### src/vtsd_pkg.sv
// vtsd_pkg: shared constants for the line-state detector and vt circuit supervisor
// assumes a 250 MHz ref_clk and magnitudes scaled as percent of nominal
package vtsd_pkg;
  localparam int unsigned CLK_HZ        = 250_000_000;
  localparam int unsigned MS_PER_S      = 1000;
  localparam int unsigned TICK_CYCLES   = CLK_HZ / MS_PER_S;     // cycles per ms tick
  localparam int unsigned ARM_MS        = 200;                   // live line before arming
  localparam int unsigned FAIL_MS       = 4;                     // condition qualification
  localparam int unsigned RESET_MS      = 200;                   // drop-off delay on live line
  localparam int unsigned LATCH_MS      = 100;                   // continuity for latching
  localparam int unsigned MAG_W         = 16;
  localparam int unsigned MS_W          = 8;
  localparam logic [7:0]  VTHR_DEFAULT  = 8'h3C;                 // 60 percent
  localparam logic [7:0]  ITHR_DEFAULT  = 8'h0A;                 // 10 percent
  localparam logic [7:0]  VTHR_MIN      = 8'h0A;
  localparam logic [7:0]  ITHR_MIN      = 8'h02;
  localparam logic [7:0]  THR_MAX       = 8'h64;
  localparam logic [1:0]  MODE_RESIDUAL = 2'h0;
  localparam logic [1:0]  MODE_NEGSEQ   = 2'h1;
  localparam logic [1:0]  MODE_SPECIAL  = 2'h2;
endpackage : vtsd_pkg

### src/vtsd_tick_if.sv
// vtsd_tick_if: millisecond tick carried from the tick generator to the top
// assumes both ends sit on ref_clk
`timescale 1ns/1ns
`default_nettype none
interface vtsd_tick_if;
  logic tick;
  modport src (output tick);
  modport dst (input tick);
endinterface : vtsd_tick_if
`default_nettype wire

### src/vtsd_top.sv
// vtsd_top: line-state detector plus vt circuit supervisor decision logic
// assumes magnitudes and thresholds arrive in percent, same clock, refreshed every ms
//
// Behaviour
// RQ1: dead line only when all phase voltages and currents are below thresholds
// RQ2: live line only when all three phase voltages exceed voltage threshold
// RQ3: per-phase voltage pickup flag when that voltage is above threshold
// RQ4: per-phase current pickup flag when that current is above threshold
// RQ5: residual mode: residual voltage high and residual current low
// RQ6: negative-sequence mode: negative voltage high and negative current low
// RQ7: special mode: residual voltage high, residual and negative currents low
// RQ8: arm supervision after live line held continuously 200 ms
// RQ9: disarm on dead line, except a fault already latched
// RQ10: when armed, fault flag after condition held 4 ms
// RQ11: supervision works only when detector enabled and not inhibited
// RQ12: condition gone on live line, fault drops after 200 ms
// RQ13: dead line after fault held 100 ms latches the fault
// RQ14: dead line after fault held under 100 ms clears the fault
// RQ15: no event records are produced here
// RQ16: dead and live line statuses are offered as monitoring outputs
// RQ17: on/off enable, off after reset, off forces outputs low
// RQ18: inhibit input forces all detector outputs inactive
// RQ19: voltage threshold 10..100 default 60, current 2..100 default 10
// RQ20: durations counted on ms tick, counters restart when condition drops
// RQ21: preprocessing supplies magnitudes in common scale every ms
// RQ22: mode 0 residual, 1 negative-sequence, 2 special combined
`timescale 1ns/1ns
`default_nettype none
module vtsd_top #(
  parameter int unsigned MAG_W     = vtsd_pkg::MAG_W,
  parameter int unsigned TICK_DIV  = vtsd_pkg::TICK_CYCLES,
  parameter int unsigned ARM_MS    = vtsd_pkg::ARM_MS,
  parameter int unsigned FAIL_MS   = vtsd_pkg::FAIL_MS,
  parameter int unsigned RESET_MS  = vtsd_pkg::RESET_MS,
  parameter int unsigned LATCH_MS  = vtsd_pkg::LATCH_MS
) (
  input  wire logic             ref_clk,
  input  wire logic             resetn,
  input  wire logic             detector_enable,
  input  wire logic             line_state_inhibit,
  input  wire logic [7:0]       voltage_threshold_pct,
  input  wire logic [7:0]       current_threshold_pct,
  input  wire logic [MAG_W-1:0] phase_voltage_mag [3],
  input  wire logic [MAG_W-1:0] phase_current_mag [3],
  input  wire logic [1:0]       supervision_mode,
  input  wire logic [MAG_W-1:0] residual_voltage_mag,
  input  wire logic [MAG_W-1:0] residual_current_mag,
  input  wire logic [MAG_W-1:0] negseq_voltage_mag,
  input  wire logic [MAG_W-1:0] negseq_current_mag,
  input  wire logic [MAG_W-1:0] residual_voltage_thr,
  input  wire logic [MAG_W-1:0] residual_current_thr,
  input  wire logic [MAG_W-1:0] negseq_voltage_thr,
  input  wire logic [MAG_W-1:0] negseq_current_thr,
  output logic                  phase1_voltage_pickup,
  output logic                  phase2_voltage_pickup,
  output logic                  phase3_voltage_pickup,
  output logic                  phase1_current_pickup,
  output logic                  phase2_current_pickup,
  output logic                  phase3_current_pickup,
  output logic                  line_deenergised_flag,
  output logic                  line_energised_flag,
  output logic                  supervision_armed,
  output logic                  vt_circuit_fault_flag
);
  typedef enum logic [3:0] {
    VTSD_IDLE    = 4'b0001,
    VTSD_ARMING  = 4'b0010,
    VTSD_WATCH   = 4'b0100,
    VTSD_FAULT   = 4'b1000
  } vtsd_state_e;

  localparam int unsigned CW = vtsd_pkg::MS_W;

  vtsd_tick_if tick_bus ();

  vtsd_ms_tick #(
    .DIV    (TICK_DIV)
  ) u_tick (
    .ref_clk (ref_clk),
    .resetn  (resetn),
    .tick_o  (tick_bus)
  );

  // thresholds clamped into their settable range
  logic [7:0] vthr;
  logic [7:0] ithr;
  always_comb begin
    vthr = voltage_threshold_pct; // RQ19
    if (vthr < vtsd_pkg::VTHR_MIN) vthr = vtsd_pkg::VTHR_MIN;
    if (vthr > vtsd_pkg::THR_MAX) vthr = vtsd_pkg::THR_MAX;
    ithr = current_threshold_pct; // RQ19
    if (ithr < vtsd_pkg::ITHR_MIN) ithr = vtsd_pkg::ITHR_MIN;
    if (ithr > vtsd_pkg::THR_MAX) ithr = vtsd_pkg::THR_MAX;
  end

  // detector operable only when on and not inhibited
  logic operable;
  assign operable = detector_enable && !line_state_inhibit; // RQ11 RQ17 RQ18

  // per-phase comparisons, strict above for pickup
  logic [2:0] v_above;
  logic [2:0] i_above;
  logic [2:0] v_below;
  logic [2:0] i_below;
  for (genvar p = 0; p < 3; p++) begin : g_phase
    assign v_above[p] = phase_voltage_mag[p] > MAG_W'(vthr); // RQ3
    assign i_above[p] = phase_current_mag[p] > MAG_W'(ithr); // RQ4
    assign v_below[p] = phase_voltage_mag[p] < MAG_W'(vthr);
    assign i_below[p] = phase_current_mag[p] < MAG_W'(ithr);
  end

  logic dead_now;
  logic live_now;
  assign dead_now = operable && (&v_below) && (&i_below); // RQ1
  assign live_now = operable && (&v_above);               // RQ2

  // mode condition; reserved mode code 3 never fails
  logic cond;
  always_comb begin
    case (supervision_mode) // RQ22
      vtsd_pkg::MODE_RESIDUAL: cond = (residual_voltage_mag > residual_voltage_thr)
                                   && (residual_current_mag < residual_current_thr); // RQ5
      vtsd_pkg::MODE_NEGSEQ:   cond = (negseq_voltage_mag > negseq_voltage_thr)
                                   && (negseq_current_mag < negseq_current_thr); // RQ6
      vtsd_pkg::MODE_SPECIAL:  cond = (residual_voltage_mag > residual_voltage_thr)
                                   && (residual_current_mag < residual_current_thr)
                                   && (negseq_current_mag < negseq_current_thr); // RQ7
      default:                 cond = 1'b0;
    endcase
  end

  // status registers
  logic [2:0] vpick_q;
  logic [2:0] vpick_d;
  logic [2:0] ipick_q;
  logic [2:0] ipick_d;
  logic       dead_q;
  logic       dead_d;
  logic       live_q;
  logic       live_d;

  // pickups and line state, all forced low when not operable
  always_comb begin
    vpick_d = operable ? v_above : 3'b000; // RQ17 RQ18
    ipick_d = operable ? i_above : 3'b000; // RQ17 RQ18
    dead_d  = dead_now;
    live_d  = live_now;
  end

  always_ff @(posedge ref_clk) begin
    if (!resetn) begin
      vpick_q <= 3'b000;
      ipick_q <= 3'b000;
      dead_q  <= 1'b0;
      live_q  <= 1'b0;
    end else begin
      vpick_q <= vpick_d;
      ipick_q <= ipick_d;
      dead_q  <= dead_d;
      live_q  <= live_d;
    end
  end

  // supervisor timers; each counter saturates at its target, except rst_q while the fault is latched
  vtsd_state_e st_q;
  vtsd_state_e st_d;
  logic [CW-1:0] arm_q;
  logic [CW-1:0] arm_d;
  logic [CW-1:0] cond_q;
  logic [CW-1:0] cond_d;
  logic [CW-1:0] rst_q;
  logic [CW-1:0] rst_d;
  logic [CW-1:0] hold_q;
  logic [CW-1:0] hold_d;
  logic          latch_q;
  logic          latch_d;
  logic          dead_rise;
  logic          tick;

  assign tick      = tick_bus.tick;
  assign dead_rise = dead_d && !dead_q;

  // state and counter next values
  always_comb begin
    st_d    = st_q;
    arm_d   = arm_q;
    cond_d  = cond_q;
    rst_d   = rst_q;
    hold_d  = hold_q;
    latch_d = latch_q;
    // live line continuity counter
    if (!live_now) arm_d = '0; // RQ20
    else if (tick && arm_q < CW'(ARM_MS)) arm_d = arm_q + CW'(1); // RQ8
    // condition continuity counter
    if (!cond) cond_d = '0; // RQ20
    else if (tick && cond_q < CW'(FAIL_MS)) cond_d = cond_q + CW'(1);
    if (!operable) begin
      // no fault may stand while the detector is not operable
      st_d    = VTSD_IDLE; // RQ11
      latch_d = 1'b0;
      hold_d  = '0;
      rst_d   = '0;
    end else begin
      case (st_q)
        VTSD_IDLE: begin
          if (live_now) st_d = VTSD_ARMING;
        end
        VTSD_ARMING: begin
          if (!live_now) st_d = VTSD_IDLE;
          else if (arm_q >= CW'(ARM_MS)) st_d = VTSD_WATCH; // RQ8
        end
        VTSD_WATCH: begin
          if (dead_now) st_d = VTSD_IDLE; // RQ9
          else if (cond && cond_q >= CW'(FAIL_MS)) begin
            st_d   = VTSD_FAULT; // RQ10
            hold_d = '0;
            rst_d  = '0;
          end
        end
        VTSD_FAULT: begin
          // fault continuity, used for the latching decision
          if (tick && hold_q < CW'(LATCH_MS)) hold_d = hold_q + CW'(1); // RQ20
          if (dead_rise && !latch_q) begin
            if (hold_q >= CW'(LATCH_MS)) latch_d = 1'b1; // RQ13
            else st_d = VTSD_IDLE; // RQ14
          end
          if (latch_q) begin
            // latched: survives dead line; releases via live-line drop-off or when the detector is not operable
            if (live_now && !cond) begin
              if (tick) rst_d = rst_q + CW'(1);
            end else rst_d = '0;
            if (rst_q >= CW'(RESET_MS)) begin
              st_d    = VTSD_WATCH;
              latch_d = 1'b0;
            end
          end else if (!dead_now) begin
            if (!cond && live_now) begin
              if (tick && rst_q < CW'(RESET_MS)) rst_d = rst_q + CW'(1); // RQ12
            end else rst_d = '0; // RQ20
            if (rst_q >= CW'(RESET_MS)) st_d = VTSD_WATCH; // RQ12
          end
        end
        default: st_d = VTSD_IDLE;
      endcase
    end
  end

  always_ff @(posedge ref_clk) begin
    if (!resetn) begin
      st_q    <= VTSD_IDLE;
      arm_q   <= '0;
      cond_q  <= '0;
      rst_q   <= '0;
      hold_q  <= '0;
      latch_q <= 1'b0;
    end else begin
      st_q    <= st_d;
      arm_q   <= arm_d;
      cond_q  <= cond_d;
      rst_q   <= rst_d;
      hold_q  <= hold_d;
      latch_q <= latch_d;
    end
  end

  // output flops; no event logic here, indication is left to user logic
  logic fault_q;
  logic fault_d;
  logic armed_q;
  logic armed_d;
  always_comb begin
    fault_d = (st_d == VTSD_FAULT); // RQ10 RQ15
    armed_d = (st_d == VTSD_WATCH) || (st_d == VTSD_FAULT);
  end

  always_ff @(posedge ref_clk) begin
    if (!resetn) begin
      fault_q <= 1'b0;
      armed_q <= 1'b0;
    end else begin
      fault_q <= fault_d;
      armed_q <= armed_d;
    end
  end

  assign phase1_voltage_pickup = vpick_q[0];
  assign phase2_voltage_pickup = vpick_q[1];
  assign phase3_voltage_pickup = vpick_q[2];
  assign phase1_current_pickup = ipick_q[0];
  assign phase2_current_pickup = ipick_q[1];
  assign phase3_current_pickup = ipick_q[2];
  assign line_deenergised_flag = dead_q; // RQ16
  assign line_energised_flag   = live_q; // RQ16
  assign supervision_armed     = armed_q;
  assign vt_circuit_fault_flag = fault_q;
endmodule : vtsd_top
`default_nettype wire

### src/vtsd_ms_tick.sv
// vtsd_ms_tick: divides ref_clk down to a one-cycle millisecond tick
// assumes synchronous active-low reset on ref_clk
`timescale 1ns/1ns
`default_nettype none
module vtsd_ms_tick #(
  parameter int unsigned DIV = vtsd_pkg::TICK_CYCLES
) (
  input  wire logic   ref_clk,
  input  wire logic   resetn,
  vtsd_tick_if.src    tick_o
);
  localparam int unsigned CW = $clog2(DIV);
  logic [CW-1:0] cnt_q;
  logic [CW-1:0] cnt_d;
  logic          tick_q;
  logic          tick_d;

  // free-running divider, tick on wrap
  always_comb begin
    tick_d = (cnt_q == CW'(DIV - 1));
    cnt_d  = tick_d ? '0 : cnt_q + CW'(1);
  end

  always_ff @(posedge ref_clk) begin
    if (!resetn) begin
      cnt_q  <= '0;
      tick_q <= 1'b0;
    end else begin
      cnt_q  <= cnt_d;
      tick_q <= tick_d;
    end
  end

  assign tick_o.tick = tick_q;
endmodule : vtsd_ms_tick
`default_nettype wire

### config.mk
export PLATFORM = sky130hd
export DESIGN_NAME = vtsd_top
export DESIGN_NICKNAME = d
export VERILOG_FILES = /design/src/vtsd_pkg.sv /design/src/vtsd_tick_if.sv /design/src/vtsd_top.sv /design/src/vtsd_ms_tick.sv
export SDC_FILE = /design/constraint.sdc
export NUM_CORES = 1
export LEC_CHECK = 0
export ABC_AREA = 1
export BUFFER_PORTS_ARGS = -buffer_cell sky130_fd_sc_hd__buf_2
export CORE_ASPECT_RATIO = 1.2
export CORE_MARGIN = 5
export CORE_UTILIZATION = 25
export CTS_CLUSTER_SIZE = 30
export DETAILED_ROUTE_END_ITERATION = 7
export PLACE_DENSITY = 0.44
export SYNTH_ARGS = -nofsm -noshare
export SYNTH_HDL_FRONTEND = slang
export SYNTH_HIERARCHICAL = 1
export SYNTH_SLANG_ARGS = --single-unit
export TNS_END_PERCENT = 30
### constraint.sdc
create_clock -name ref_clk -period 3.6 [get_ports ref_clk]
set_input_delay 0.18 -clock ref_clk [delete_from_list [all_inputs] [get_ports ref_clk]]
set_output_delay 0.18 -clock ref_clk [all_outputs]
set_load 0.01 [all_outputs]
==> impl_metrics.ini, run 1 <==
[yosys]
ys_types = 52
synth_cells = 1001
synthFlopType = dfxtp_1
synth_edf_count = 0
avgSynthCellArea_um2 = 6.77
yosysSeqAreaShare_pct = 19.5
ys_warn_count = 6
ys_seq_elements = 66
syn-cell-area_um2 = 6780
async_flop_share_pct = 0

[die]
pin_count = 256
core_um2 = 26900
design.die.area_um2 = 30500
initial_utilization_pct = 25.2
die_h_um = 190
fp.dieW_um = 160
rows = 66

[finish]
final_layout_size_suffix_gt1_share_pct = 26.8
finalNonFillerCells = 1622
mostFrequentLayoutCells = buf_2 (255), inv_1 (194), nand2_1 (184)
final_common_cell = buf_2
syn_to_final_growth_pct = 29.7
nNetsFinal = 1636

[grt]
grt_pass1_wl_um = 35500
track_usage_pct = 14.4
grt_pass1_vias = 7018
grt_max_degree = 19
overflow = 0
antenna_found_initial = 5

[clock_network]
cts_inserted_buffers = 9
path_clk_slew_ps = 50
cts_tree = done
cts_root_buffer = clkbuf_16
cts_hold_buf = 0
cts_buffer_depth = 2
cts_resized = 0
insertion_delay_ps = 330
cts_max_level = 3
cts.sinks = 66
cts_setup_buffers = 0

[sta]
max_freq_ghz = 0.351
finalHoldViolations = 0
fin_crit_ps = 2850
slew_viol_final = 0
slew_headroom_pct = 57.4
rsz0062_at_grt = no
period_share_pct = 79.1
worst_pin_slew_ps = 633
skew_ps = 7.07
holdWs_ps = 135
setup_viol_count_final = 0
fin_tns_setup_ps = 0

[worst_setup_path]
path_class = input port to flop
reg2reg_to = arm_q[6]
r2r_setup_slack_ps = 1530
arrival_ps = 3060
critical_path.endpoint = vt_circuit_fault_flag
critPathMaxStageDelay_ps = 450
cp_common_cell = nor2_1
startpoint = voltage_threshold_pct[7]
r2r_start = arm_q[3]
startpoint_type = input port
crit_path_top_delay_cell = a2111oi_0
cp_max_fo = 9
crit_chain = buf_2 > nor2_1 > nand3_1 > nor2_1 > nand3_2 > nand2_4 > inv_1 > nor2_1 > ha_1 > a21oi_1 > nor2_1 > a2111oi_0 > nand2_2 > nor2_4 > nand3_2 > nor2_1 > nand2_1 > nand2_1 > nand2_1 > nand2_1 > nor2_1
reg2regPathDepth = 9
required_ps = 3810
end_kind = flop

[power_and_ir_drop]
vdd_drop_max_uv = 170
leakage_nw = 4.51
p_per_area_nw_per_um2 = 239

[detailed_routing]
drt-total-wl_um = 22300
vias = 7067
drc = 0
antenna_left = 0
drtIter0Drc = 212
drt-vias-per-instance = 4.36
wl_per_cell_um = 13.7
first_pass_iters = 4

[min_path]
hp-class = input port to flop
min_from = resetn
min_path_cells = 3

[status]
run_status = complete, no violations

[placement]
port_buffers = 255
place_inst = 1603
hpwl_um = 19800
gp_congestion = 0.859

[flow_run]
cap_violations = 0
-- registers in the layout (all words and copies together), names as in the netlist --
signal	count
ipick_q	3
supervision_armed	1
arm_q	8
st_q	4
vpick_q	3
line_deenergised_flag	1
vt_circuit_fault_flag	1
hold_q	8
latch_q	1
cond_q	8
line_energised_flag	1
rst_q	8
u_tick/cnt_q	18
u_tick/tick_o.tick	1
-- routing by layer --
metal	wire length, um	up-vias	track usage, %
li1	-	3796	-
met1	9680	3079	17.0
met2	11200	167	26.8
met3	1150	21	3.03
met4	256	4	2.68
met5	25	-	0
-- cells in the mapped netlist (2+ instances only) --
cell type / number / area share [%]
o41ai_1: 4 / 0.52
o311ai_0: 2 / 0.26
nand3b_1: 5 / 0.55
nand3_2: 8 / 1.2
ha_1: 116 / 21
nand4_1: 34 / 3.1
nor2_4: 3 / 0.50
a21oi_1: 61 / 4.5
o21ai_1: 2 / 0.15
nor3_1: 14 / 1.0
dfxtp_1: 66 / 19
nor4_1: 13 / 1.2
nor3b_1: 5 / 0.55
o21bai_1: 10 / 1.1
inv_1: 194 / 11
or2_2: 2 / 0.18
inv_2: 5 / 0.28
nor2_2: 16 / 1.5
nand2_4: 9 / 1.5
nor2_1: 120 / 6.6
o21a_1: 2 / 0.22
nand2_2: 15 / 1.4
xor2_1: 14 / 1.8
a211oi_1: 3 / 0.33
o21ai_0: 16 / 1.2
nor3_2: 2 / 0.30
clkinv_1: 2 / 0.11
xnor2_1: 6 / 0.78
a31oi_1: 4 / 0.37
nand2_1: 184 / 10
nand3_1: 43 / 3.2
-- logic make-up (layout without fill, tap and decap cells) --
logic type	count (synthesis)	count (layout)	synth area share (%)
compound gates	116	116	10.7
xor+xnor	20	20	2.58
buf+inv	205	478	11.7
flops	66	66	19.5
other cells	1	9	0.0553
fa+ha+maj	116	116	21.4
simple gates	477	477	34.0
-- per-stage QoR --
step	area [um2]	setup WS, ps	utilization (%)	total power, mW
6_report	8790	752	32.7	2.10
5_1_grt	8790	310	32.7	2.25
4_1_cts	8780	737	32.6	2.14
3_5_place_dp	8500	386	31.6	1.30
3_3_place_gp	8500	418	31.6	1.30
2_1_floorplan	6800	886	-	1.06
-- how the worst min path moves through the flow --
stage / slack, ps / to
2_1_floorplan: 290 / u_tick/tick_o.tick
3_3_place_gp: 420 / cond_q[3]
3_5_place_dp: 420 / cond_q[3]
4_1_cts: 120 / u_tick/tick_o.tick
5_1_grt: 170 / u_tick/tick_o.tick
6_report: 140 / u_tick/tick_o.tick
-- report_power, final --
group / leakage (nW) / switching, mW / internal (mW) / total [mW]
combinational: 3.84 / 0.287 / 0.247 / 0.534
sequential: 0.533 / 0.00445 / 0.737 / 0.742
clock: 0.132 / 0.322 / 0.505 / 0.827
total: 4.51 / 0.613 / 1.49 / 2.10
-- cell type report --
| class | instances | area [um2] |
|---|---|---|
| inverter | 202 | 759 |
| sequential | 66 | 1320 |
| clock inverter | 3 | 23.8 |
| fill | 3035 | 18100 |
| tap | 340 | 425 |
| timing repair buffer | 260 | 1310 |
| clock buffer | 13 | 260 |
| multi-input combinational | 735 | 4680 |
| antenna | 3 | 7.51 |
-- worst max-delay path, delay by kind of cell --
family	cells	cell delay [ps]
AOI/OAI and AO/OA	2	590
buffers and inverters	2	190
adders and majority gates	1	290
and+or+nand+nor	16	1800
(Power assumes the default switching activity.)
==> run 2, diff against run 1 <==
- PLACE_DENSITY: 0.44 -> 0.46
- clock period: 3.6 -> 2.5 ns (I/O delays scaled with it)
==> impl_metrics.ini, run 2 (synthesis gave the netlist of run 1 again) <==
[worst_setup_path]
arrival_ps = 2680
end_kind = flop
startpoint_type = input port
path_class = input port to flop
required_ps = 2760
cp_max_fo = 6
r2r_setup_slack_ps = 480

[detailed_routing]
antenna_left = 0
drt-vias-per-instance = 4.33
drt-total-wl_um = 22600
first_pass_iters = 4
drtIter0Drc = 243
vias = 7266
wl_per_cell_um = 13.5
drc = 0

[clock_network]
cts_buffer_depth = 2
cts.sinks = 66
cts_inserted_buffers = 9
insertion_delay_ps = 330
cts_root_buffer = clkbuf_16
cts_tree = done
path_clk_slew_ps = 60
cts_max_level = 3

[placement]
hpwl_um = 19900
place_inst = 1651
port_buffers = 255
gp_congestion = 0.849

[sta]
max_freq_ghz = 0.413
fin_crit_ps = 2420
period_share_pct = 96.9
slew_headroom_pct = 62.3
slew_viol_final = 0
worst_pin_slew_ps = 558
setup_viol_count_final = 0
fin_tns_setup_ps = 0
finalHoldViolations = 0
skew_ps = 5.47
rsz0062_at_grt = yes

[grt]
track_usage_pct = 14.6
grt_max_degree = 19
grt_pass1_vias = 7289
grt_pass1_wl_um = 36100
overflow = 0
antenna_found_initial = 6

[finish]
finalNonFillerCells = 1678
final_common_cell = buf_2
mostFrequentLayoutCells = buf_2 (249), inv_1 (187), nand2_1 (167)
largest_reg_flops = 18
largest-register = u_tick/cnt_q
syn_to_final_growth_pct = 41.2
nNetsFinal = 1689
final_layout_size_suffix_gt1_share_pct = 33.8
final_util_pct = 35.5

[power_and_ir_drop]
vdd_drop_max_uv = 404
leakage_nw = 4.82
p_per_area_nw_per_um2 = 356

[flow_run]
cap_violations = 0

[die]
initial_utilization_pct = 25.2
fp.dieW_um = 160
design.die.area_um2 = 30500
pin_count = 256
core_um2 = 26900
rows = 66
die_h_um = 190

[min_path]
hp-class = input port to flop

[status]
run_status = complete, no violations
## run 2: cell types whose count changed in the layout (fill, tap and decap cells not counted), moves of 6 or more
cell	before	now
inv_1	194	187
buf_6	0	7
nor2_1	120	108
buf_2	255	249
nand2_1	184	167
nand2_2	15	32
buf_4	5	54
nor2_2	16	23
## run 2: metal layers
| metal | GRT usage, % | up-vias | share of wire (%) | routed length [um] |
|---|---|---|---|---|
| met1 | 17.2 | 3178 | 43 | 9750 |
| met5 | 0 | - | 0 | 0 |
| met4 | 4.01 | 0 | 1.4 | 316 |
| met3 | 3.22 | 20 | 5.1 | 1150 |
| li1 | - | 3901 | - | - |
| met2 | 26.7 | 167 | 50 | 11400 |
## run 2: power by group
part | total (mW) | switching, mW | leakage, nW | internal [mW]
clock network | 1.48 | 0.481 | 0.169 | 1.00
registers | 1.07 | 0.00650 | 0.533 | 1.06
logic | 0.856 | 0.438 | 4.12 | 0.418
total | 3.41 | 0.926 | 4.82 | 2.48
## run 2: cell type report
cell class,instances,area [um2]
timing repair buffer,312,1760
inverter,202,764
multi-input combinational,736,4930
tap,340,425
antenna,6,15.0
clock inverter,6,111
fill,2972,17400
clock buffer,10,239
sequential,66,1320
## run 2: timing repair
item | 4_1_cts | 5_1_grt
hold buffers | 0 | 0
cloned | 0 | 1
resized for setup | 1 | 80
buffers inserted | 0 | 4
endpoints found under the setup margin | 12 | 31
pin swaps | 0 | 27
## run 2: path summary, 6_finish.rpt
check	startpoint	end	cells after the start
worst max-delay path	voltage_threshold_pct[2]	rst_q[7]	21
worst min-delay path	resetn	u_tick/tick_o.tick	3
worst max register to register	arm_q[3]	arm_q[6]	9
worst min register to register	cond_q[3]	cond_q[3]	2
## run 2: through the flow
step / setup slack (ps) / hold slack, ps / power (mW) / cell area [um2]
5_1_grt: -171 / 74.2 / 3.64 / 9570
4_1_cts: 43.3 / 61.9 / 3.41 / 9220
3_5_place_dp: -405 / 421 / 1.91 / 8870
2_1_floorplan: 9.26 / 237 / 1.53 / 6810
3_3_place_gp: -360 / 416 / 1.90 / 8870
6_report: 77.6 / 75.3 / 3.41 / 9570
## run 2: worst max-delay path: stages
cell	delay [ps]
buf_2	130
o21ai_0	240
nand2_2	100
nand2_2	90
nand3_2	90
nand2_4	90
buf_6	120
nand2_2	70
ha_1	270
nand4_1	100
inv_2	90
nand3_1	50
or2_2	300
o21ai_2	140
buf_6	120
a21oi_4	40
nand4_4	120
nand2_4	90
nand2_4	110
nand2_1	60
a21oi_1	120
